[src/pkg/owb_cfg.svh]
`ifndef OWB_CFG_SVH
`define OWB_CFG_SVH
// ----------------------------------------
// clock and common timing source
// ----------------------------------------
`define OWB_CLK_NS 10
`define OWB_TICK_NS 250
`define OWB_T(ns) (12'((ns) / `OWB_TICK_NS))
// ----------------------------------------
// configuration layout and reset value
// ----------------------------------------
`define OWB_CFG_RST 4'h0
`define OWB_CFG_ACTPU 0
`define OWB_CFG_STRPU 2
`define OWB_CFG_OWS 3
// ----------------------------------------
// slave address, upper six bits (arbitrary)
// ----------------------------------------
`define OWB_I2C_BASE 6'h0c
// ----------------------------------------
// command codes and read pointer codes
// ----------------------------------------
`define OWB_CMD_DEVRST 8'h01
`define OWB_CMD_SETPTR 8'h02
`define OWB_CMD_WCFG 8'h03
`define OWB_CMD_OWRST 8'h04
`define OWB_CMD_BIT 8'h05
`define OWB_CMD_WBYTE 8'h06
`define OWB_CMD_RBYTE 8'h07
`define OWB_CMD_TRIP 8'h08
`define OWB_PTR_STAT 8'h00
`define OWB_PTR_DATA 8'h01
`define OWB_PTR_CFG 8'h02
// ----------------------------------------
// bus waveform times in ns, standard / overdrive
// ----------------------------------------
`define OWB_STD_RSTL_NS 600000
`define OWB_OVD_RSTL_NS 72000
`define OWB_STD_RSTH_NS 584000
`define OWB_OVD_RSTH_NS 74000
`define OWB_STD_MSP_NS 70000
`define OWB_OVD_MSP_NS 7500
`define OWB_STD_SI_NS 8000
`define OWB_OVD_SI_NS 750
`define OWB_STD_SLOT_NS 65000
`define OWB_OVD_SLOT_NS 10000
`define OWB_STD_LOW0_NS 60000
`define OWB_OVD_LOW0_NS 7500
`define OWB_STD_LOW1_NS 6000
`define OWB_OVD_LOW1_NS 1000
`define OWB_STD_SAMP_NS 12000
`define OWB_OVD_SAMP_NS 2000
`define OWB_STD_ACTPU_NS 2500
`define OWB_OVD_ACTPU_NS 500
`endif

[src/pkg/owb_pkg.sv]
`default_nettype none
package owb_pkg;
    // bus engine states, one-hot
    typedef enum logic [3:0] {
        OW_IDLE = 4'b0001,
        OW_RSTL = 4'b0010,
        OW_RSTH = 4'b0100,
        OW_SLOT = 4'b1000
    } owb_ow_state_t;
    // host port phases, one-hot
    typedef enum logic [3:0] {
        HP_IDLE = 4'b0001,
        HP_ADDR = 4'b0010,
        HP_WR = 4'b0100,
        HP_RD = 4'b1000
    } owb_hp_state_t;
    typedef struct packed {
        logic ows;
        logic strong_pullup_bit;
        logic zero;
        logic active_pullup_bit;
    } owb_cfg_t;
    typedef struct packed {
        logic dir;
        logic tsb;
        logic sbr;
        logic rst;
        logic ll;
        logic sd;
        logic ppd;
        logic busy;
    } owb_status_t;
endpackage
`default_nettype wire

[src/hw/owb_tick_gen.sv]
`default_nettype none
// ----------------------------------------
// one-cycle enable every DIV clocks
// ----------------------------------------
module owb_tick_gen #(
    parameter int unsigned DIV = 25
) (
    // clock and reset
    input wire logic clk,
    input wire logic srst,
    // restart aligns the first tick to a waveform start
    input wire logic restart,
    output logic tick
);
    localparam int CW = $clog2(DIV + 1);
    logic [CW-1:0] cnt_r;

    // divider, restarted so no slot begins with a short tick
    always_ff @(posedge clk) begin
        if (srst || restart) begin
            cnt_r <= '0;
            tick <= 1'b0;
        end else if (cnt_r == CW'(DIV - 1)) begin
            cnt_r <= '0;
            tick <= 1'b1;
        end else begin
            cnt_r <= cnt_r + CW'(1);
            tick <= 1'b0;
        end
    end
endmodule
`default_nettype wire

[src/hw/owb_bridge.sv]
`default_nettype none
`include "owb_cfg.svh"
module owb_bridge import owb_pkg::*; #(
    parameter int unsigned TICK_DIV = (`OWB_TICK_NS + `OWB_CLK_NS - 1) / `OWB_CLK_NS
) (
    // clock and reset
    input wire logic clk,
    input wire logic srst,
    // host serial port, open drain
    input wire logic sclIn,
    input wire logic sdaIn,
    output logic sdaOut,
    output logic sdaOe,
    // straps and sleep
    input wire logic addr_select_in,
    input wire logic sleep_request_n,
    output logic sleeping,
    // single-wire line, open drain
    input wire logic owIn,
    output logic owOut,
    output logic owOe,
    // pullup controls
    output logic pullupOn,
    output logic ext_pullup_ctl_n
);
    // ----------------------------------------
    // pin synchronisers
    // ----------------------------------------
    logic [4:0] sync1_r, sync2_r;
    logic sclS, sdaS, adS, slpS_n, owS, sclPrev_r, sdaPrev_r;
    always_ff @(posedge clk) begin
        sync1_r <= {owIn, sleep_request_n, addr_select_in, sdaIn, sclIn};
        sync2_r <= sync1_r;
        sclPrev_r <= sync2_r[0];
        sdaPrev_r <= sync2_r[1];
    end
    assign {owS, slpS_n, adS, sdaS, sclS} = sync2_r;
    wire sclRise = sclS & ~sclPrev_r;
    wire sclFall = ~sclS & sclPrev_r;
    wire startC = sclS & sclPrev_r & ~sdaS & sdaPrev_r;
    wire stopC = sclS & sclPrev_r & sdaS & ~sdaPrev_r;

    // ----------------------------------------
    // shared state
    // ----------------------------------------
    owb_cfg_t cfg_r;
    owb_status_t stat_r;
    owb_ow_state_t ow_r;
    owb_hp_state_t hp_r;
    logic [7:0] ptr_r, rdData_r, cmdCode_r, cmdArg_r, hpSh_r, owSh_r;
    logic cmdGo_r, strAct_r;
    wire busy = (ow_r != OW_IDLE);
    wire cmdOk = cmdGo_r & (~busy | (cmdCode_r == `OWB_CMD_DEVRST));
    wire devRst = cmdOk & (cmdCode_r == `OWB_CMD_DEVRST);
    wire cfgWr = cmdOk & (cmdCode_r == `OWB_CMD_WCFG) &
                 (cmdArg_r[7:4] == ~cmdArg_r[3:0]);
    wire owCmd = cmdOk & ((cmdCode_r == `OWB_CMD_OWRST) | (cmdCode_r == `OWB_CMD_BIT) |
                 (cmdCode_r == `OWB_CMD_WBYTE) | (cmdCode_r == `OWB_CMD_RBYTE) |
                 (cmdCode_r == `OWB_CMD_TRIP));
    wire sleepNow = ~slpS_n;
    wire [6:0] myAddr = {`OWB_I2C_BASE, adS};

    // read pointer selects what the host reads
    logic [7:0] rdByte;
    always_comb begin
        case (ptr_r)
            `OWB_PTR_DATA: rdByte = rdData_r;
            `OWB_PTR_CFG: rdByte = {4'h0, cfg_r};
            default: rdByte = stat_r;
        endcase
    end

    // ----------------------------------------
    // host serial slave, oversampled so 0..400 kHz all work
    // ----------------------------------------
    logic [3:0] hpBit_r;
    logic hpAck_r, hpByte1_r, hpByte2_r;
    wire needArg = (hpSh_r == `OWB_CMD_SETPTR) | (hpSh_r == `OWB_CMD_WCFG) |
                   (hpSh_r == `OWB_CMD_BIT) | (hpSh_r == `OWB_CMD_WBYTE) |
                   (hpSh_r == `OWB_CMD_TRIP);
    always_ff @(posedge clk) begin
        cmdGo_r <= 1'b0;
        sdaOut <= 1'b0;
        if (srst || sleepNow || stopC) begin
            hp_r <= HP_IDLE;
            sdaOe <= 1'b0;
            hpAck_r <= 1'b0;
            if (srst) begin
                hpBit_r <= 4'h0;
                hpSh_r <= 8'h00;
                hpByte1_r <= 1'b0;
                hpByte2_r <= 1'b0;
                cmdCode_r <= 8'h00;
                cmdArg_r <= 8'h00;
            end
        end else if (startC) begin
            hp_r <= HP_ADDR;
            hpBit_r <= 4'h0;
            hpAck_r <= 1'b0;
            sdaOe <= 1'b0;
        end else if (hp_r != HP_IDLE && sclRise) begin
            if (hpBit_r != 4'h8) begin
                hpBit_r <= hpBit_r + 4'h1;
                if (hp_r != HP_RD)
                    hpSh_r <= {hpSh_r[6:0], sdaS};
            end else if (hp_r == HP_RD && hpAck_r && sdaS) begin
                hp_r <= HP_IDLE; // host refused another byte
            end
        end else if (hp_r != HP_IDLE && sclFall) begin
            if (hpBit_r == 4'h8 && !hpAck_r) begin
                hpAck_r <= 1'b1;
                sdaOe <= 1'b0;
                if (hp_r == HP_ADDR) begin
                    if (hpSh_r[7:1] == myAddr)
                        sdaOe <= 1'b1;
                    else
                        hp_r <= HP_IDLE;
                end else if (hp_r == HP_WR) begin
                    sdaOe <= 1'b1;
                    if (!hpByte1_r) begin
                        cmdCode_r <= hpSh_r;
                        hpByte1_r <= 1'b1;
                        cmdGo_r <= ~needArg;
                        hpByte2_r <= ~needArg;
                    end else if (!hpByte2_r) begin
                        cmdArg_r <= hpSh_r;
                        cmdGo_r <= 1'b1;
                        hpByte2_r <= 1'b1;
                    end
                end
            end else if (hpBit_r == 4'h8) begin
                hpAck_r <= 1'b0;
                hpBit_r <= 4'h0;
                sdaOe <= 1'b0;
                if (hp_r == HP_ADDR) begin
                    hp_r <= hpSh_r[0] ? HP_RD : HP_WR;
                    hpByte1_r <= 1'b0;
                    hpByte2_r <= 1'b0;
                end
                if (hp_r == HP_RD || (hp_r == HP_ADDR && hpSh_r[0])) begin
                    sdaOe <= ~rdByte[7];
                    hpSh_r <= {rdByte[6:0], 1'b0};
                end
            end else if (hp_r == HP_RD && hpBit_r != 4'h0) begin
                sdaOe <= ~hpSh_r[7];
                hpSh_r <= {hpSh_r[6:0], 1'b0};
            end
        end
    end

    // ----------------------------------------
    // configuration and read pointer
    // ----------------------------------------
    logic strEnd;
    always_ff @(posedge clk) begin
        if (srst || devRst) begin
            cfg_r <= `OWB_CFG_RST;
        end else if (cfgWr) begin
            cfg_r <= {cmdArg_r[`OWB_CFG_OWS], cmdArg_r[`OWB_CFG_STRPU], 1'b0,
                      cmdArg_r[`OWB_CFG_ACTPU]};
        end else if (strEnd) begin
            cfg_r.strong_pullup_bit <= 1'b0;
        end
    end
    always_ff @(posedge clk) begin
        if (srst || devRst || owCmd)
            ptr_r <= `OWB_PTR_STAT;
        else if (cmdOk && cmdCode_r == `OWB_CMD_SETPTR)
            ptr_r <= cmdArg_r;
        else if (cfgWr)
            ptr_r <= `OWB_PTR_CFG;
    end

    // ----------------------------------------
    // bus engine timing, all from one tick source
    // ----------------------------------------
    logic tick;
    owb_tick_gen #(.DIV(TICK_DIV)) u_tick (
        .clk(clk),
        .srst(srst),
        .restart(owCmd),
        .tick(tick)
    );
    wire ovd = cfg_r.ows;
    wire [11:0] tRstL = ovd ? `OWB_T(`OWB_OVD_RSTL_NS) : `OWB_T(`OWB_STD_RSTL_NS);
    wire [11:0] tRstH = ovd ? `OWB_T(`OWB_OVD_RSTH_NS) : `OWB_T(`OWB_STD_RSTH_NS);
    wire [11:0] tMsp = ovd ? `OWB_T(`OWB_OVD_MSP_NS) : `OWB_T(`OWB_STD_MSP_NS);
    wire [11:0] tSi = ovd ? `OWB_T(`OWB_OVD_SI_NS) : `OWB_T(`OWB_STD_SI_NS);
    wire [11:0] tSlot = ovd ? `OWB_T(`OWB_OVD_SLOT_NS) : `OWB_T(`OWB_STD_SLOT_NS);
    wire [11:0] tLow0 = ovd ? `OWB_T(`OWB_OVD_LOW0_NS) : `OWB_T(`OWB_STD_LOW0_NS);
    wire [11:0] tLow1 = ovd ? `OWB_T(`OWB_OVD_LOW1_NS) : `OWB_T(`OWB_STD_LOW1_NS);
    wire [11:0] tSamp = ovd ? `OWB_T(`OWB_OVD_SAMP_NS) : `OWB_T(`OWB_STD_SAMP_NS);
    wire [11:0] tActPu = ovd ? `OWB_T(`OWB_OVD_ACTPU_NS) : `OWB_T(`OWB_STD_ACTPU_NS);

    logic [11:0] cnt_r;
    logic [2:0] slot_r, last_r;
    logic [7:0] op_r;
    logic txBit, sampBit_r;
    wire [11:0] cntInc = cnt_r + 12'h001;
    wire tripDir = (stat_r.sbr != stat_r.tsb) ? stat_r.sbr : (stat_r.sbr | cmdArg_r[7]);
    always_comb begin
        case (op_r)
            `OWB_CMD_WBYTE: txBit = owSh_r[0];
            `OWB_CMD_BIT: txBit = cmdArg_r[7];
            `OWB_CMD_TRIP: txBit = (slot_r == 3'h2) ? tripDir : 1'b1;
            default: txBit = 1'b1;
        endcase
    end
    wire [11:0] tLow = txBit ? tLow1 : tLow0;
    wire relEdge = (ow_r == OW_SLOT) & tick & (cntInc == tLow);
    wire strStart = relEdge & (slot_r == last_r) & cfg_r.strong_pullup_bit &
                    ((op_r == `OWB_CMD_WBYTE) | (op_r == `OWB_CMD_BIT));

    // sequencer runs each command to the end on its own unless device reset or sleep aborts it
    always_ff @(posedge clk) begin
        if (srst || devRst || sleepNow) begin
            ow_r <= OW_IDLE;
            cnt_r <= 12'h000;
            slot_r <= 3'h0;
            last_r <= 3'h0;
            op_r <= 8'h00;
            owSh_r <= 8'h00;
            sampBit_r <= 1'b0;
        end else if (owCmd) begin
            op_r <= cmdCode_r;
            cnt_r <= 12'h000;
            slot_r <= 3'h0;
            owSh_r <= (cmdCode_r == `OWB_CMD_WBYTE) ? cmdArg_r : 8'hff;
            last_r <= (cmdCode_r == `OWB_CMD_TRIP) ? 3'h2 :
                      (cmdCode_r == `OWB_CMD_BIT) ? 3'h0 : 3'h7;
            ow_r <= (cmdCode_r == `OWB_CMD_OWRST) ? OW_RSTL : OW_SLOT;
        end else if (tick) begin
            cnt_r <= cntInc;
            case (ow_r)
                OW_RSTL: if (cntInc == tRstL) begin
                    ow_r <= OW_RSTH;
                    cnt_r <= 12'h000;
                end
                OW_RSTH: if (cntInc == tRstH)
                    ow_r <= OW_IDLE;
                OW_SLOT: begin
                    if (cntInc == tSamp)
                        sampBit_r <= owS;
                    if (cntInc == tSlot) begin
                        cnt_r <= 12'h000;
                        slot_r <= slot_r + 3'h1;
                        // shift only at slot end, so the bit being driven holds its low time
                        if (op_r != `OWB_CMD_BIT && op_r != `OWB_CMD_TRIP)
                            owSh_r <= {sampBit_r, owSh_r[7:1]};
                        if (slot_r == last_r)
                            ow_r <= OW_IDLE;
                    end
                end
                default: ow_r <= OW_IDLE;
            endcase
        end
    end

    // status and read data; busy and ll refreshed every cycle, the rest only by the commands that own them
    always_ff @(posedge clk) begin
        if (srst || devRst) begin
            stat_r <= '0;
            stat_r.rst <= 1'b1;
            rdData_r <= 8'h00;
        end else begin
            stat_r.busy <= busy | owCmd;
            stat_r.ll <= owS;
            if (cfgWr)
                stat_r.rst <= 1'b0;
            if (owCmd && cmdCode_r == `OWB_CMD_OWRST) begin
                stat_r.sd <= 1'b0;
                stat_r.ppd <= 1'b0;
            end
            if (tick && ow_r == OW_RSTH && cntInc == tSi && !owS)
                stat_r.sd <= 1'b1;
            if (tick && ow_r == OW_RSTH && cntInc == tMsp && !owS && !stat_r.sd)
                stat_r.ppd <= 1'b1;
            if (tick && ow_r == OW_SLOT && cntInc == tSamp) begin
                if (op_r == `OWB_CMD_BIT || (op_r == `OWB_CMD_TRIP && slot_r == 3'h0))
                    stat_r.sbr <= owS;
                if (op_r == `OWB_CMD_TRIP && slot_r == 3'h1)
                    stat_r.tsb <= owS;
                if (op_r == `OWB_CMD_TRIP && slot_r == 3'h2)
                    stat_r.dir <= tripDir;
            end
            if (ow_r == OW_IDLE && busy == 1'b0 && stat_r.busy && op_r == `OWB_CMD_RBYTE)
                rdData_r <= owSh_r;
        end
    end

    // ----------------------------------------
    // line drive and pullups
    // ----------------------------------------
    logic actArm_r;
    logic [11:0] actCnt_r;
    // sleep ends the strong pullup too, so its config bit clears then as well
    assign strEnd = strAct_r &
                    (owCmd | sleepNow | (cfgWr & ~cmdArg_r[`OWB_CFG_STRPU]));
    always_ff @(posedge clk) begin
        owOut <= 1'b0;
        if (srst || sleepNow)
            owOe <= 1'b0;
        else
            owOe <= (ow_r == OW_RSTL) | ((ow_r == OW_SLOT) & (cnt_r < tLow));
    end
    // active pullup only after our own slot release, never after a presence pulse
    always_ff @(posedge clk) begin
        if (srst || devRst || sleepNow || owCmd) begin
            actArm_r <= 1'b0;
            actCnt_r <= 12'h000;
        end else begin
            if (relEdge && cfg_r.active_pullup_bit)
                actArm_r <= 1'b1;
            else if (actArm_r && owS) begin
                actArm_r <= 1'b0;
                actCnt_r <= tActPu;
            end else if (tick && actCnt_r != 12'h000)
                actCnt_r <= actCnt_r - 12'h001;
        end
    end
    always_ff @(posedge clk) begin
        if (srst || devRst || sleepNow)
            strAct_r <= 1'b0;
        else if (strEnd)
            strAct_r <= 1'b0;
        else if (strStart)
            strAct_r <= 1'b1;
    end
    // one pullup transistor serves both policies
    always_ff @(posedge clk) begin
        if (srst || sleepNow) begin
            pullupOn <= 1'b0;
            ext_pullup_ctl_n <= 1'b1;
            sleeping <= ~srst & sleepNow;
        end else begin
            pullupOn <= strAct_r | (actCnt_r != 12'h000);
            ext_pullup_ctl_n <= ~strAct_r;
            sleeping <= 1'b0;
        end
    end
endmodule
`default_nettype wire

[config.mk]
export PLATFORM = sky130hd
export DESIGN_NAME = owb_bridge
export DESIGN_NICKNAME = d
export VERILOG_FILES = /design/src/pkg/owb_pkg.sv /design/src/hw/owb_tick_gen.sv /design/src/hw/owb_bridge.sv
export VERILOG_INCLUDE_DIRS = /design/src /design/src/pkg
export SDC_FILE = /design/constraint.sdc
export NUM_CORES = 1
export LEC_CHECK = 0
export ABC_AREA = 1
export BUFFER_PORTS_ARGS = -buffer_cell sky130_fd_sc_hd__buf_2
export CAP_MARGIN = 20
export CORE_MARGIN = 2
export CORE_UTILIZATION = 58
export CTS_BUF_LIST = sky130_fd_sc_hd__clkbuf_8
export DETAILED_ROUTE_END_ITERATION = 12
export GPL_ROUTABILITY_DRIVEN = 0
export PLACE_DENSITY = 0.83
export SYNTH_ARGS = -nofsm -noshare
export SYNTH_HDL_FRONTEND = slang
export SYNTH_SLANG_ARGS = --single-unit
[constraint.sdc]
create_clock -name clk -period 3.6 [get_ports clk]
set_clock_uncertainty 0.1 [all_clocks]
set_input_delay 1.08 -clock clk [delete_from_list [all_inputs] [get_ports clk]]
set_output_delay 1.08 -clock clk [all_outputs]
set_load 0.01 [all_outputs]
== Word level (Yosys, flattened, before mapping) ==
Index checks and enable logic that the tools add are counted.
Word-level totals
  register bits after elaboration: 139
  latch bits: 0
  RAM bits: 0
  ROM bits: 0
  input port bits: 7
  output and inout port bits: 7
  logic and storage cells: 390
  memories kept: 0
Operators by class
  add/sub/neg operators: 5
  $mul: 0
  divide/modulo/power cells: 0
  $lt $le $gt $ge: 1
  equal/unequal tests: 71
  shift-type cells: 0
  muxes and demuxes: 121
  bitwise gates (word level): 56
  reductions and logical operators: 92
Operators with widths (count)
  8-bit 2-to-1 mux: 38
  4-bit 2-to-1 mux: 26
  8-bit by 3-bit equality test with 1-bit output (second input constant): 9
  12-bit 2-to-1 mux: 6
  8-bit by 2-bit equality test with 1-bit output (second input constant): 5
  1-bit 2-to-1 mux: 38
  2-bit nonzero test: 17
  1-bit logical AND: 27
  12-bit equality test: 2
  12-bit by 6-bit equality test with 1-bit output: 2
  12-bit by 9-bit equality test with 1-bit output: 2
  8-bit by 4-bit equality test with 1-bit output (second input constant): 3
  12-bit one-hot mux with 2 select lines: 1
  8-bit AND reduction: 3
  1-bit bitwise AND: 21
  3-bit nonzero test: 7
  4-bit nonzero test: 5
  9-bit 2-to-1 mux: 2
  3-bit by 2-bit != test with 1-bit output (second input constant): 6
  3-bit != test (second input constant): 6
  1-bit NOT: 18
  8-bit by 1-bit equality test with 1-bit output (second input constant): 2
  4-bit != test (second input constant): 4
  1-bit OR: 16
  other kinds (44): 80

== Depth between registers and ports, before layout ==
Gate-level depths: netlist of run 1.
  depth after elaboration: 14
  gate-level depth with buffers: 20
  mapped depth without buffers: 19

== Modules after synthesis ==
A second synthesis of run 1 with hierarchy kept.
Unflattened totals
  cells, all modules: 973
  area, all modules: 7114.3 sq um
Modules (own cells, without submodules)
  owb_bridge: times used 1, cells an instance 939, area an instance 6850.3 sq um, sequential area each 2942.8 sq um
  owb_tick_gen: times used 1, cells an instance 34, area an instance 264.0 sq um, sequential area each 120.1 sq um

== Least setup slack after synthesis of run 1 ==
No wires, ideal clock.
  path type: input to register
  from: input srst
  to: register cmdArg_r[0] (enable)
  library setup time: 419 ps
  data arrival time: 3296 ps
  data required time: 3081 ps
  setup slack: -215 ps
  stages on the path: 7
  buffers on the path: 0
  cells stage by stage: nor2_1 -> inv_1 -> a31oi_1 -> nor2_1 -> a21oi_1 -> nand2_1 -> a2111oi_0
On the way
  cells in the longest elaborated chain, start to end: 4
  elaborated cells on any way between the ends: 12
  those cells by class: eq/ne (5); reduce/logical (7)
Ends and longest elaborated chain
  from (decl): line owb_bridge.sv:8  | input wire logic srst,
  1-bit logical OR (2 in a row): line owb_bridge.sv:84  | if (srst || sleepNow || stopC) begin
  2-bit by 1-bit != test with 1-bit output (no source line), or another cell as far along
  9-bit AND reduction (no source line) (*)
  to (signal assigned): line owb_bridge.sv:126  | cmdArg_r <= hpSh_r;
  to (decl): line owb_bridge.sv:50  | logic [7:0] ptr_r, rdData_r, cmdCode_r, cmdArg_r, hpSh_r, owSh_r;
Mark *: on every way between the ends. The rest lies on a longest branch, timed or not.
A chain may end at the register's enable or synchronous reset.

== Worst setup path in the final report of run 1 ==
  from: register op_r[3]
  to: register actCnt_r[9]
On the way
  cells in the longest elaborated chain, start to end: 8
  elaborated cells on any way between the ends: 10
  those cells by class: eq/ne (4); mux (2); bitwise (2); reduce/logical (2)
Ends and longest elaborated chain
  from (decl): line owb_bridge.sv:197  | logic [7:0] op_r;
  from (signal assigned): line owb_bridge.sv:225  | op_r <= cmdCode_r;
  8-bit by 4-bit equality test with 1-bit output or 8-bit by 3-bit equality test with 1-bit output (tied branches): line owb_bridge.sv:202  | case (op_r)
  1-bit one-hot mux with 3 select lines (*): line owb_bridge.sv:202
  8-bit 2-to-1 mux (*): line owb_bridge.sv:209  | wire [11:0] tLow = txBit ? tLow1 : tLow0;
  12-bit by 8-bit equality test with 1-bit output (*): line owb_bridge.sv:210  | wire relEdge = (ow_r == OW_SLOT) & tick & (cntInc == tLow);
  1-bit bitwise AND (*): line owb_bridge.sv:210
  1-bit logical AND (*): line owb_bridge.sv:312  | if (relEdge && cfg_r.active_pullup_bit)
  1-bit NOT (no source line) (*)
  2-bit AND reduction (no source line) (*)
  to (signal assigned): line owb_bridge.sv:316  | actCnt_r <= tActPu;
  to (signal assigned): line owb_bridge.sv:318  | actCnt_r <= actCnt_r - 12'h001;
  to (decl): line owb_bridge.sv:295  | logic [11:0] actCnt_r;
Marked as above.

==> results of run 1 <==
==> cell usage in the layout (no fill, tap or decap), types with 5 or more instances in the layout <==
master,instances
ha_1,20
a21oi_2,10
inv_1,117
clkbuf_8,20
nand2_1,171
a31oi_1,5
a21oi_1,63
nand2_2,22
nor3_1,27
dfxtp_1,108
xnor2_1,8
edfxtp_1,30
or2_2,5
a211oi_1,12
o21ai_0,63
buf_4,17
o21ai_1,10
buf_2,11
a221oi_1,5
nor4_1,9
xor2_1,9
inv_2,8
nand4_1,17
nor2_1,142
nand3_1,63
==> state kept, by name, indices dropped and copies added (netlist names), 2 cells and up <==
register	flops
actCnt_r	12
cfg_r	2
cmdArg_r	8
cmdCode_r	8
cnt_r	12
hpBit_r	4
hpSh_r	8
hp_r	4
last_r	2
op_r	8
owSh_r	8
ow_r	4
ptr_r	8
rdData_r	8
slot_r	3
stat_r	8
sync1_r	5
sync2_r	5
u_tick.cnt_r	5
==> critical path: stages (launching register included) <==
cell and delay, ns:
dfxtp_1 0.30, inv_1 0.10, nand2_1 0.09, nor2_1 0.11, inv_1 0.08, nor2_1 0.10, inv_1 0.08, nor2_1 0.12
a211oi_1 0.05, and2_1 0.19, ha_1 0.22, a21oi_1 0.13, o21ai_0 0.09, nor3_1 0.25, o21ai_0 0.13, nor2_1 0.18
nand4_4 0.24, nand2_4 0.26, nand2_1 0.10, a21oi_1 0.15
==> routing by layer <==
metal,vias up,global-route usage (%)
met4,0,11.75
li1,3298,-
met3,42,6.175
met2,244,43.51
met1,2946,36.28
met5,-,0
==> worst paths after layout <==
kind	startpoint	end	slack, ns	cells past startpoint
worst max-delay path	op_r[3]	actCnt_r[9]	0.46	19
worst min-delay path	sync1_r[1]	sync2_r[1]	0.23	0
worst max register to register	op_r[3]	actCnt_r[9]	0.46	19
worst min register to register	sync1_r[1]	sync2_r[1]	0.23	0
==> cell type report <==
cell class,instances,area (um2)
Timing Repair Buffer,28,182.7
Inverter,128,483.0
Multi-Input combinational cell,696,3627
Clock inverter,12,125.1
Fill cell,1013,4195
Sequential cell,138,3063
Tap cell,168,210.2
Clock buffer,20,275.3
==> logic make-up after synthesis <==
logic type      count (synthesis)  share of synthesized area (%)
fa+ha+maj                      20                          3.433
buf+inv                       150                          8.343
xor+xnor                       18                          2.266
simple gates                  478                          29.99
other cells                     1                        0.05145
compound gates                178                          13.89
flops                         138                          42.03
==> metrics by stage <==
step                util [%]  hold slack (ns)  power (uW)  area [um2]
floorplan                  -           0.2096        1768        7293
global placement       62.21           0.2106        1812        7566
detailed placement     62.21           0.2128        1820        7566
CTS                    65.50           0.2299        3061        7966
global route           65.50           0.2398        3151        7966
finish                 65.50           0.2285        3047        7966
==> report_power, final <==
group | switching, uW | total (uW) | internal [uW] | leakage (uW)
combinational | 90.6 | 132 | 41.0 | 0.00179
sequential | 34.8 | 1660 | 1620 | 0.00118
clock | 593 | 1260 | 665 | 0.000208
total | 719 | 3050 | 2330 | 0.00317
==> qor.yml, run 1 <==
initial_core_util_pct: 59.93
insertion_delay_ns: 0.46
outcome: "completed"
grt_pass1_wl_mm: 28.91
synth_largest_area_cell: "dfxtp_1"
synth_flop_cell: "dfxtp_1"
die_w_um: 116.1
grt_antenna_before_repair: 0
slew_violations: 0
nets: 1036
cts_sinks: 138
via_per_inst: 5.487
cts_made_buffers: 17
syn_avg_cell_area_um2: 7.414
core-area_um2: 12160
setup_viol: 0
worstPathArrival_ns: 3.42
min_period_ns: 3.143
clockBufferDepth: 2
worst-endpoint-required_ns: 3.88
cts_root_buf: "clkbuf_8"
hold_viol_final: 0
ys.warnings.count: 0
highest-signal-layer: "met4"
syn_area_um2: 7288
finalCritPeriodShare_pct: 87.30
critPathKind: "register to register"
wl_mm: 17.33
vdd_drop_max_uv: 450.1
setup_ws_ns: 0.4571
dp_slack_ns: 0.3905
worst_pin_slew_ns: 0.7207
portBuffers: 11
dr_total_vias: 6530
synth-seq-area-share_pct: 42.03
clkSlewWorstSetupHoldPaths_ns: 0.07
async_reset_ff_share_pct: 0
htree_levels: 4
die-area_um2: 13480
ios: 14
dpl.hpwl_mm: 12.80
placed_cells: 1158
drc_errors: 0
antenna_left: 0
grt_max_degree: 26
antenna_cells: 0
power_leakage_uw: 0.003174
cts-resized-gates: 0
holdBufCountCts: 0
max-cap-violations: 0
die_h_um: 116.1
met1_length_mm: 7.627
firstDrtPassIters: 6
clock.fmax_mhz: 318.2
cts_setup_buffers: 0
postSynthCellCount: 983
min_path_type: "register to register"
synth_top_area_share_pct: 29.67
rows: 40
cp_max_fo: 14
drive_above_1_share_pct: 11.94
route.met2.wl_mm: 8.005
synth_area_leaders: "dfxtp_1 (30%), edfxtp_1 (12%), nand2_1 (8.8%), nor2_1 (7.3%), inv_1 (5.9%)"
startpoint_type: "register"
yosys_register_bits: 138
ys_top_cells_by_count: "nand2_1 (171), nor2_1 (142), inv_1 (115), dfxtp_1 (108)"
grt_pass1_vias: 6052
rsz0062_at_grt: "no"
cts_tree: "yes"
synth_cell_types: 50
synth_edf_count: 30
fin_tns_setup_ns: 0
worstSetupEndpointType: "register"
wl_met3_mm: 1.283
final_cells: 1190
wl_per_cell_um: 14.56
powerDensity_nw_per_um2: 382.5
syn_to_final_growth_pct: 9.305
grt.total_usage_pct: 27.40
slew_headroom_pct: 51.78
drt_iter0_drc: 502
synth_most_common_cell: "nand2_1"
grt_remaining_overflow: 0
Power figures use the tool's default switching activity.
==> run 2: changes to the inputs <==
--- a/config.mk
+++ b/config.mk
@@ -9,12 +9,14 @@
 export ABC_AREA = 1
 export BUFFER_PORTS_ARGS = -buffer_cell sky130_fd_sc_hd__buf_2
 export CAP_MARGIN = 20
+export CELL_PAD_IN_SITES_DETAIL_PLACEMENT = 0
+export CELL_PAD_IN_SITES_GLOBAL_PLACEMENT = 2
 export CORE_MARGIN = 2
-export CORE_UTILIZATION = 58
+export CORE_UTILIZATION = 39
 export CTS_BUF_LIST = sky130_fd_sc_hd__clkbuf_8
 export DETAILED_ROUTE_END_ITERATION = 12
 export GPL_ROUTABILITY_DRIVEN = 0
-export PLACE_DENSITY = 0.83
+export PLACE_DENSITY = 0.89
 export SYNTH_ARGS = -nofsm -noshare
 export SYNTH_HDL_FRONTEND = slang
 export SYNTH_SLANG_ARGS = --single-unit
==> constraint.sdc (replaced) <==
create_clock -name clk -period 3.25 [get_ports clk]
set_clock_uncertainty 0.1 [all_clocks]
set_input_delay 0.975 -clock clk [delete_from_list [all_inputs] [get_ports clk]]
set_output_delay 0.975 -clock clk [all_outputs]
set_load 0.01 [all_outputs]
==> run 2 against run 1 <==
Against the previous run:
- critical path depth decreased by 3
- via count fell by 2.3%
- die area is 47% higher
- register-to-register slack got worse by 0.17 ns
- combinational power is 11% higher
- routed wire length rose by 9.9%
- critical endpoint is now actCnt_r[4]
- sequential power up 10%
==> qor.yml, run 2 (synthesis results as in run 1) <==
outcome: "completed"
insertion_delay_ns: 0.46
cp_cell_sequence: "inv_1, ha_1, inv_1, nor2_1, nand2_1, a211oi_1, and2_2, ha_1, o21ai_0, nor3_1, o21ai_0, nor2_1, nand4_4, buf_4, nand3_1, a21oi_2"
core-area_um2: 18150
reg_top3: "actCnt_r: 12 flops, cnt_r: 12 flops"
vdd_drop_max_uv: 385.0
worst-endpoint-required_ns: 3.47
placed_cells: 1223
powerDensity_nw_per_um2: 422.4
worst_pin_slew_ns: 0.7715
drive_above_1_share_pct: 12.77
wl_mm: 19.05
grt_max_degree: 26
clockBufferDepth: 2
nets: 1040
critPathKind: "register to register"
slew_violations: 0
max-cap-violations: 0
dpl.hpwl_mm: 14.22
portBuffers: 11
cts_sinks: 138
rsz0062_at_grt: "no"
drt_iter0_drc: 393
die-area_um2: 19800
grt.total_usage_pct: 20.04
grt_pass1_wl_mm: 31.50
hold_ws_ns: 0.2291
firstDrtPassIters: 4
rows: 49
clock.fmax_mhz: 337.6
slowest_stage: "dfxtp_1"
startpoint_type: "register"
die_w_um: 140.7
antenna_cells: 0
min_path_type: "register to register"
rr_worst_depth: 16
fin_tns_setup_ns: 0
worstPathArrival_ns: 3.19
final_cells: 1255
cts_root_buf: "clkbuf_8"
die_h_um: 140.7
cpPeakStageDelay_ns: 0.35
htree_levels: 4
dr_total_vias: 6382
cp_max_fo: 12
layout_commonest_cell: "nand2_1"
clkSlewWorstSetupHoldPaths_ns: 0.08
finalCritPeriodShare_pct: 91.14
hold_start: "sync1_r[4]"
r2r_start: "slot_r[0]"
grt_pass1_vias: 5973
grt_remaining_overflow: 0
power_leakage_uw: 0.003182
rrSetupSlack_ns: 0.29
via_per_inst: 5.085
ios: 14
grt_antenna_before_repair: 0
min_period_ns: 2.962
wl_per_cell_um: 15.18
hold_viol_final: 0
min_to: "sync2_r[4]"
drc_errors: 0
hold-path-cell-count: 0
slew_headroom_pct: 48.38
antenna_left: 0
final_cell_mix: "nand2_1 (171), nor2_1 (142), inv_1 (114)"
syn_to_final_growth_pct: 10.92
holdBufCountCts: 0
reg2reg_to: "actCnt_r[4]"
initial_core_util_pct: 40.16
worstSetupEndpointType: "register"
cts_tree: "yes"
setup_viol: 0
cts_made_buffers: 17
==> run 2: changes by cell type in the layout (fill, tap and decap cells not counted), moves of 2 or more <==
cell,change
inv_1,-3
clkinv_4,-2
inv_6,+5
buf_4,+4
clkbuf_8,-3
==> run 2: how the worst max path moves through the flow <==
stage | start | to | slack (ns)
3_3_place_gp | srst | cmdArg_r[5] | 0.33
6_report | slot_r[0] | actCnt_r[4] | 0.29
4_1_cts | slot_r[0] | actCnt_r[3] | 0.25
2_1_floorplan | srst | cmdCode_r[0] | 0.19
5_1_grt | op_r[3] | actCnt_r[7] | 0.02
3_5_place_dp | slot_r[0] | actCnt_r[0] | 0.25
==> run 2: final cells by class <==
| cell class | count | area (um2) |
|---|---|---|
| Fill cell | 1885 | 10060 |
| Multi-Input combinational cell | 696 | 3642 |
| Sequential cell | 138 | 3063 |
| Inverter | 128 | 483.0 |
| Tap cell | 229 | 286.5 |
| Clock buffer | 17 | 234.0 |
| Timing Repair Buffer | 32 | 212.7 |
| Clock inverter | 15 | 162.7 |
==> run 2: through the flow <==
step | utilization [%] | power (uW) | setup slack, ns | instance area (um2)
detailed placement | 42.28 | 2023 | 0.2494 | 7672
finish | 44.55 | 3415 | 0.2879 | 8084
floorplan | - | 1960 | 0.1945 | 7298
global placement | 42.28 | 2021 | 0.3312 | 7672
global route | 44.55 | 3551 | 0.01635 | 8084
CTS | 44.46 | 3461 | 0.2463 | 8069
==> run 2: per-layer routing <==
metal	routed length [um]	track usage, %	share of wire (%)
met5	0	0	0
met4	159	5.158	0.83
met3	582	3.465	3.1
met2	8410	30.65	44
met1	9897	29.38	52
==> run 2: power breakdown <==
group | switching (uW) | leakage (uW) | total, uW | internal, uW
combinational | 99.2 | 0.00181 | 147 | 47.6
clock | 737 | 0.000196 | 1430 | 696
sequential | 38.8 | 0.00118 | 1830 | 1800
==> run 2: worst max-delay path, delay by kind of cell (launching register included) <==
family	cells	cell delay [ns]
compound gates	4	0.49
fa+ha+maj	2	0.37
buf+inv	3	0.41
flops	1	0.35
simple gates	7	1.12
==> run 2: timing repair <==
item                                    CTS  global route
endpoints found under the hold margin     0             0
buffers inserted                          0             0
resized for setup                         0             4
endpoints found under the setup margin    0            13
==> run 3: changes to the inputs <==
--- a/config.mk
+++ b/config.mk
@@ -12,11 +12,14 @@
 export CELL_PAD_IN_SITES_DETAIL_PLACEMENT = 0
 export CELL_PAD_IN_SITES_GLOBAL_PLACEMENT = 2
 export CORE_MARGIN = 2
-export CORE_UTILIZATION = 39
+export CORE_UTILIZATION = 38
 export CTS_BUF_LIST = sky130_fd_sc_hd__clkbuf_8
 export DETAILED_ROUTE_END_ITERATION = 12
 export GPL_ROUTABILITY_DRIVEN = 0
-export PLACE_DENSITY = 0.89
+export MAX_ROUTING_LAYER = met4
+export PLACE_DENSITY = 0.87
+export REMOVE_ABC_BUFFERS = 1
 export SYNTH_ARGS = -nofsm -noshare
 export SYNTH_HDL_FRONTEND = slang
+export SYNTH_HIERARCHICAL = 1
 export SYNTH_SLANG_ARGS = --single-unit
==> run 3 against run 2 <==
Against the previous run:
- clock power is essentially flat
- sequential cell count did not move
- largest power group unchanged
- via count is 2.1% lower
- sequential power is essentially flat
- highest routed layer unchanged
- maximum frequency up 0.80%
- total power is 0.89% lower
- combinational power is essentially flat
- global-route usage up 0.67 points
- hold slack gained 0.0036 ns
- critical path depth grew 3
- worst setup slack improved by 0.024 ns
==> qor.yml, run 3 <==
outcome: "completed"
dp_slack_ns: 0.1278
synth_top_area_share_pct: 30.39
final_area_um2: 7896
final_util_pct: 42.64
synth_mux_area_share_pct: 0
grt_antenna_before_repair: 0
postSynthCellCount: 973
p_sw_uw: 895.9
synth_most_common_cell: "nand2_1"
setup_ws_ns: 0.3114
cts_tree: "yes"
rows: 50
synth_xor_area_share_pct: 3.078
ios: 14
r2r_start: "slot_r[0]"
cts_sinks: 138
nets: 1029
critPathKind: "register to register"
wl_per_cell_um: 15.37
synth-seq-area-share_pct: 43.05
yosys.area_share.simple_pct: 29.60
drive_above_1_share_pct: 9.154
firstDrtPassIters: 5
hold_start: "sync1_r[3]"
switching_share_pct: 26.47
synth_edf_count: 30
clockBufferDepth: 2
cp_top_family: "compound AO/OA/AOI/OAI gates"
async_reset_ff_share_pct: 0
grt_max_degree: 26
place_area_um2: 7511
rr_worst_depth: 19
multi_input_area_um2: 3458
cp_num_buf_inv: 3
synth_flop_cell: "dfxtp_1"
synth-compound-area-share_pct: 12.40
cpPeakStageDelay_ns: 0.40
clockPowerShare_pct: 41.2
synth_fa_ha_area_share_pct: 3.342
insertion_delay_ns: 0.45
max-cap-violations: 0
die_w_um: 140.8
worst_pin_slew_ns: 0.7983
hold_viol_final: 0
finalCritPeriodShare_pct: 90.42
wl_mm: 19.21
die_h_um: 140.8
synth_area_leaders: "dfxtp_1 (30%), edfxtp_1 (13%), nand2_1 (10%), nor2_1 (7.2%), inv_1 (6.8%)"
layout_commonest_cell: "nand2_1"
syn_avg_cell_area_um2: 7.312
setup_viol: 0
dr_total_vias: 6249
p_comb_share_pct: 4.4
initial_core_util_pct: 38.42
power_leakage_uw: 0.003268
synth_largest_area_cell: "dfxtp_1"
vdd_drop_max_uv: 293.9
n_fill_cell: 1952
min_path_type: "register to register"
reg_top3: "actCnt_r: 12 flops, cnt_r: 12 flops"
drc_errors: 0
clkSlewWorstSetupHoldPaths_ns: 0.08
powerDensity_nw_per_um2: 428.6
clock.fmax_mhz: 340.3
final_cells: 1250
cts-resized-gates: 0
slew_headroom_pct: 46.58
yosys_register_bits: 138
synth_top_family_by_area: "simple AND/OR/NAND/NOR gates"
grt_pass1_wl_mm: 31.31
htree_levels: 4
cp_max_fo: 4
portBuffers: 11
cts_root_buf: "clkbuf_8"
worst-endpoint-required_ns: 3.52
hold_ws_ns: 0.2327
startpoint_type: "register"
synth_cell_types: 43
via_per_inst: 4.999
slowest_stage: "dfxtp_1"
rsz0062_at_grt: "no"
p_int_uw: 2488
worstPathArrival_ns: 3.21
ys.warnings.count: 6
grt.total_usage_pct: 20.71
holdBufCountCts: 0
min_to: "sync2_r[3]"
antenna_left: 0
seq_area_um2: 3063
worstSetupEndpointType: "register"
syn_to_final_growth_pct: 10.99
hold-path-cell-count: 0
slew_violations: 0
grt_pass1_vias: 6023
die-area_um2: 19830
reg2reg_to: "owOe"
cp_cell_sequence: "inv_1, ha_1, nand2_1, inv_1, nand3_1, nand3_1, o21ai_0, a21oi_1, o21a_1, ha_1, inv_1, ha_1, a21oi_1, nand2_1, a21oi_1, o21bai_1, nand3_1, nand3_1, a21oi_1"
dpl.hpwl_mm: 14.50
seqPwrFrac_pct: 54.3
syn_area_um2: 7114
ys_top_cells_by_count: "nand2_1 (190), nor2_1 (136), inv_1 (128), dfxtp_1 (108), nand3_1 (70)"
grt_remaining_overflow: 0
drt_iter0_drc: 463
cts_made_buffers: 17
final_cell_mix: "nand2_1 (190), nor2_1 (136), inv_1 (128)"
rrSetupSlack_ns: 0.31
antenna_cells: 0
cts_setup_buffers: 0
min_period_ns: 2.939
placed_cells: 1218
core-area_um2: 18520
run 3: changes by cell type after synthesis, moves of 5 or more:
cell	delta
nor3_1	-8
a21oi_2	-10
o21ai_0	-12
nand2_2	-9
xor2_1	+9
nor2_1	-6
inv_2	-7
nand2_1	+19
nand4_1	+5
inv_1	+13
nand3_1	+7
run 3: logic make-up after synthesis:
kind of cell    Yosys count
compound gates          159
fa+ha+maj                19
buf+inv                 153
other cells               1
xor+xnor                 25
simple gates            478
flops                   138
run 3: how the worst max path moves through the flow:
stage	cells after the start	slack, ns	end	from
5_1_grt	19	0.03	owOe	slot_r[0]
4_1_cts	19	0.31	owOe	slot_r[0]
3_5_place_dp	10	0.13	hpSh_r[5]	srst
2_1_floorplan	7	-0.73	cmdArg_r[0]	srst
3_3_place_gp	10	0.23	hpSh_r[5]	srst
6_report	19	0.31	owOe	slot_r[0]
run 3: routing by layer:
metal  track usage, %  wire length, um  vias up
met2            33.12             8841      105
met4            6.632              408        0
met1            26.41             9319     2866
met5                -                0        -
li1                 -                -     3253
met3            4.314              638       25
run 3: power groups by stage:
stage          registers [uW]  logic, uW  clock network [uW]
3_3_place_gp             1880        150                   0
3_5_place_dp             1880        150                   0
2_1_floorplan            1860       94.1                   0
6_report                 1840        149                1400
5_1_grt                  1840        171                1510
4_1_cts                  1840        151                1430
run 3: final cells by class:
class	count	area share (%)
multi-input combinational	683	43.80
tap	234	3.708
sequential	138	38.79
clock buffer	18	3.137
clock inverter	14	1.743
timing repair buffer	30	2.504
inverter	133	6.322
run 3: stage by stage:
step	total power (uW)	setup TNS, ns
CTS	3423	0
floorplan	1953	-5.928
detailed placement	2028	0
global placement	2030	0
global route	3523	0
finish	3384	0
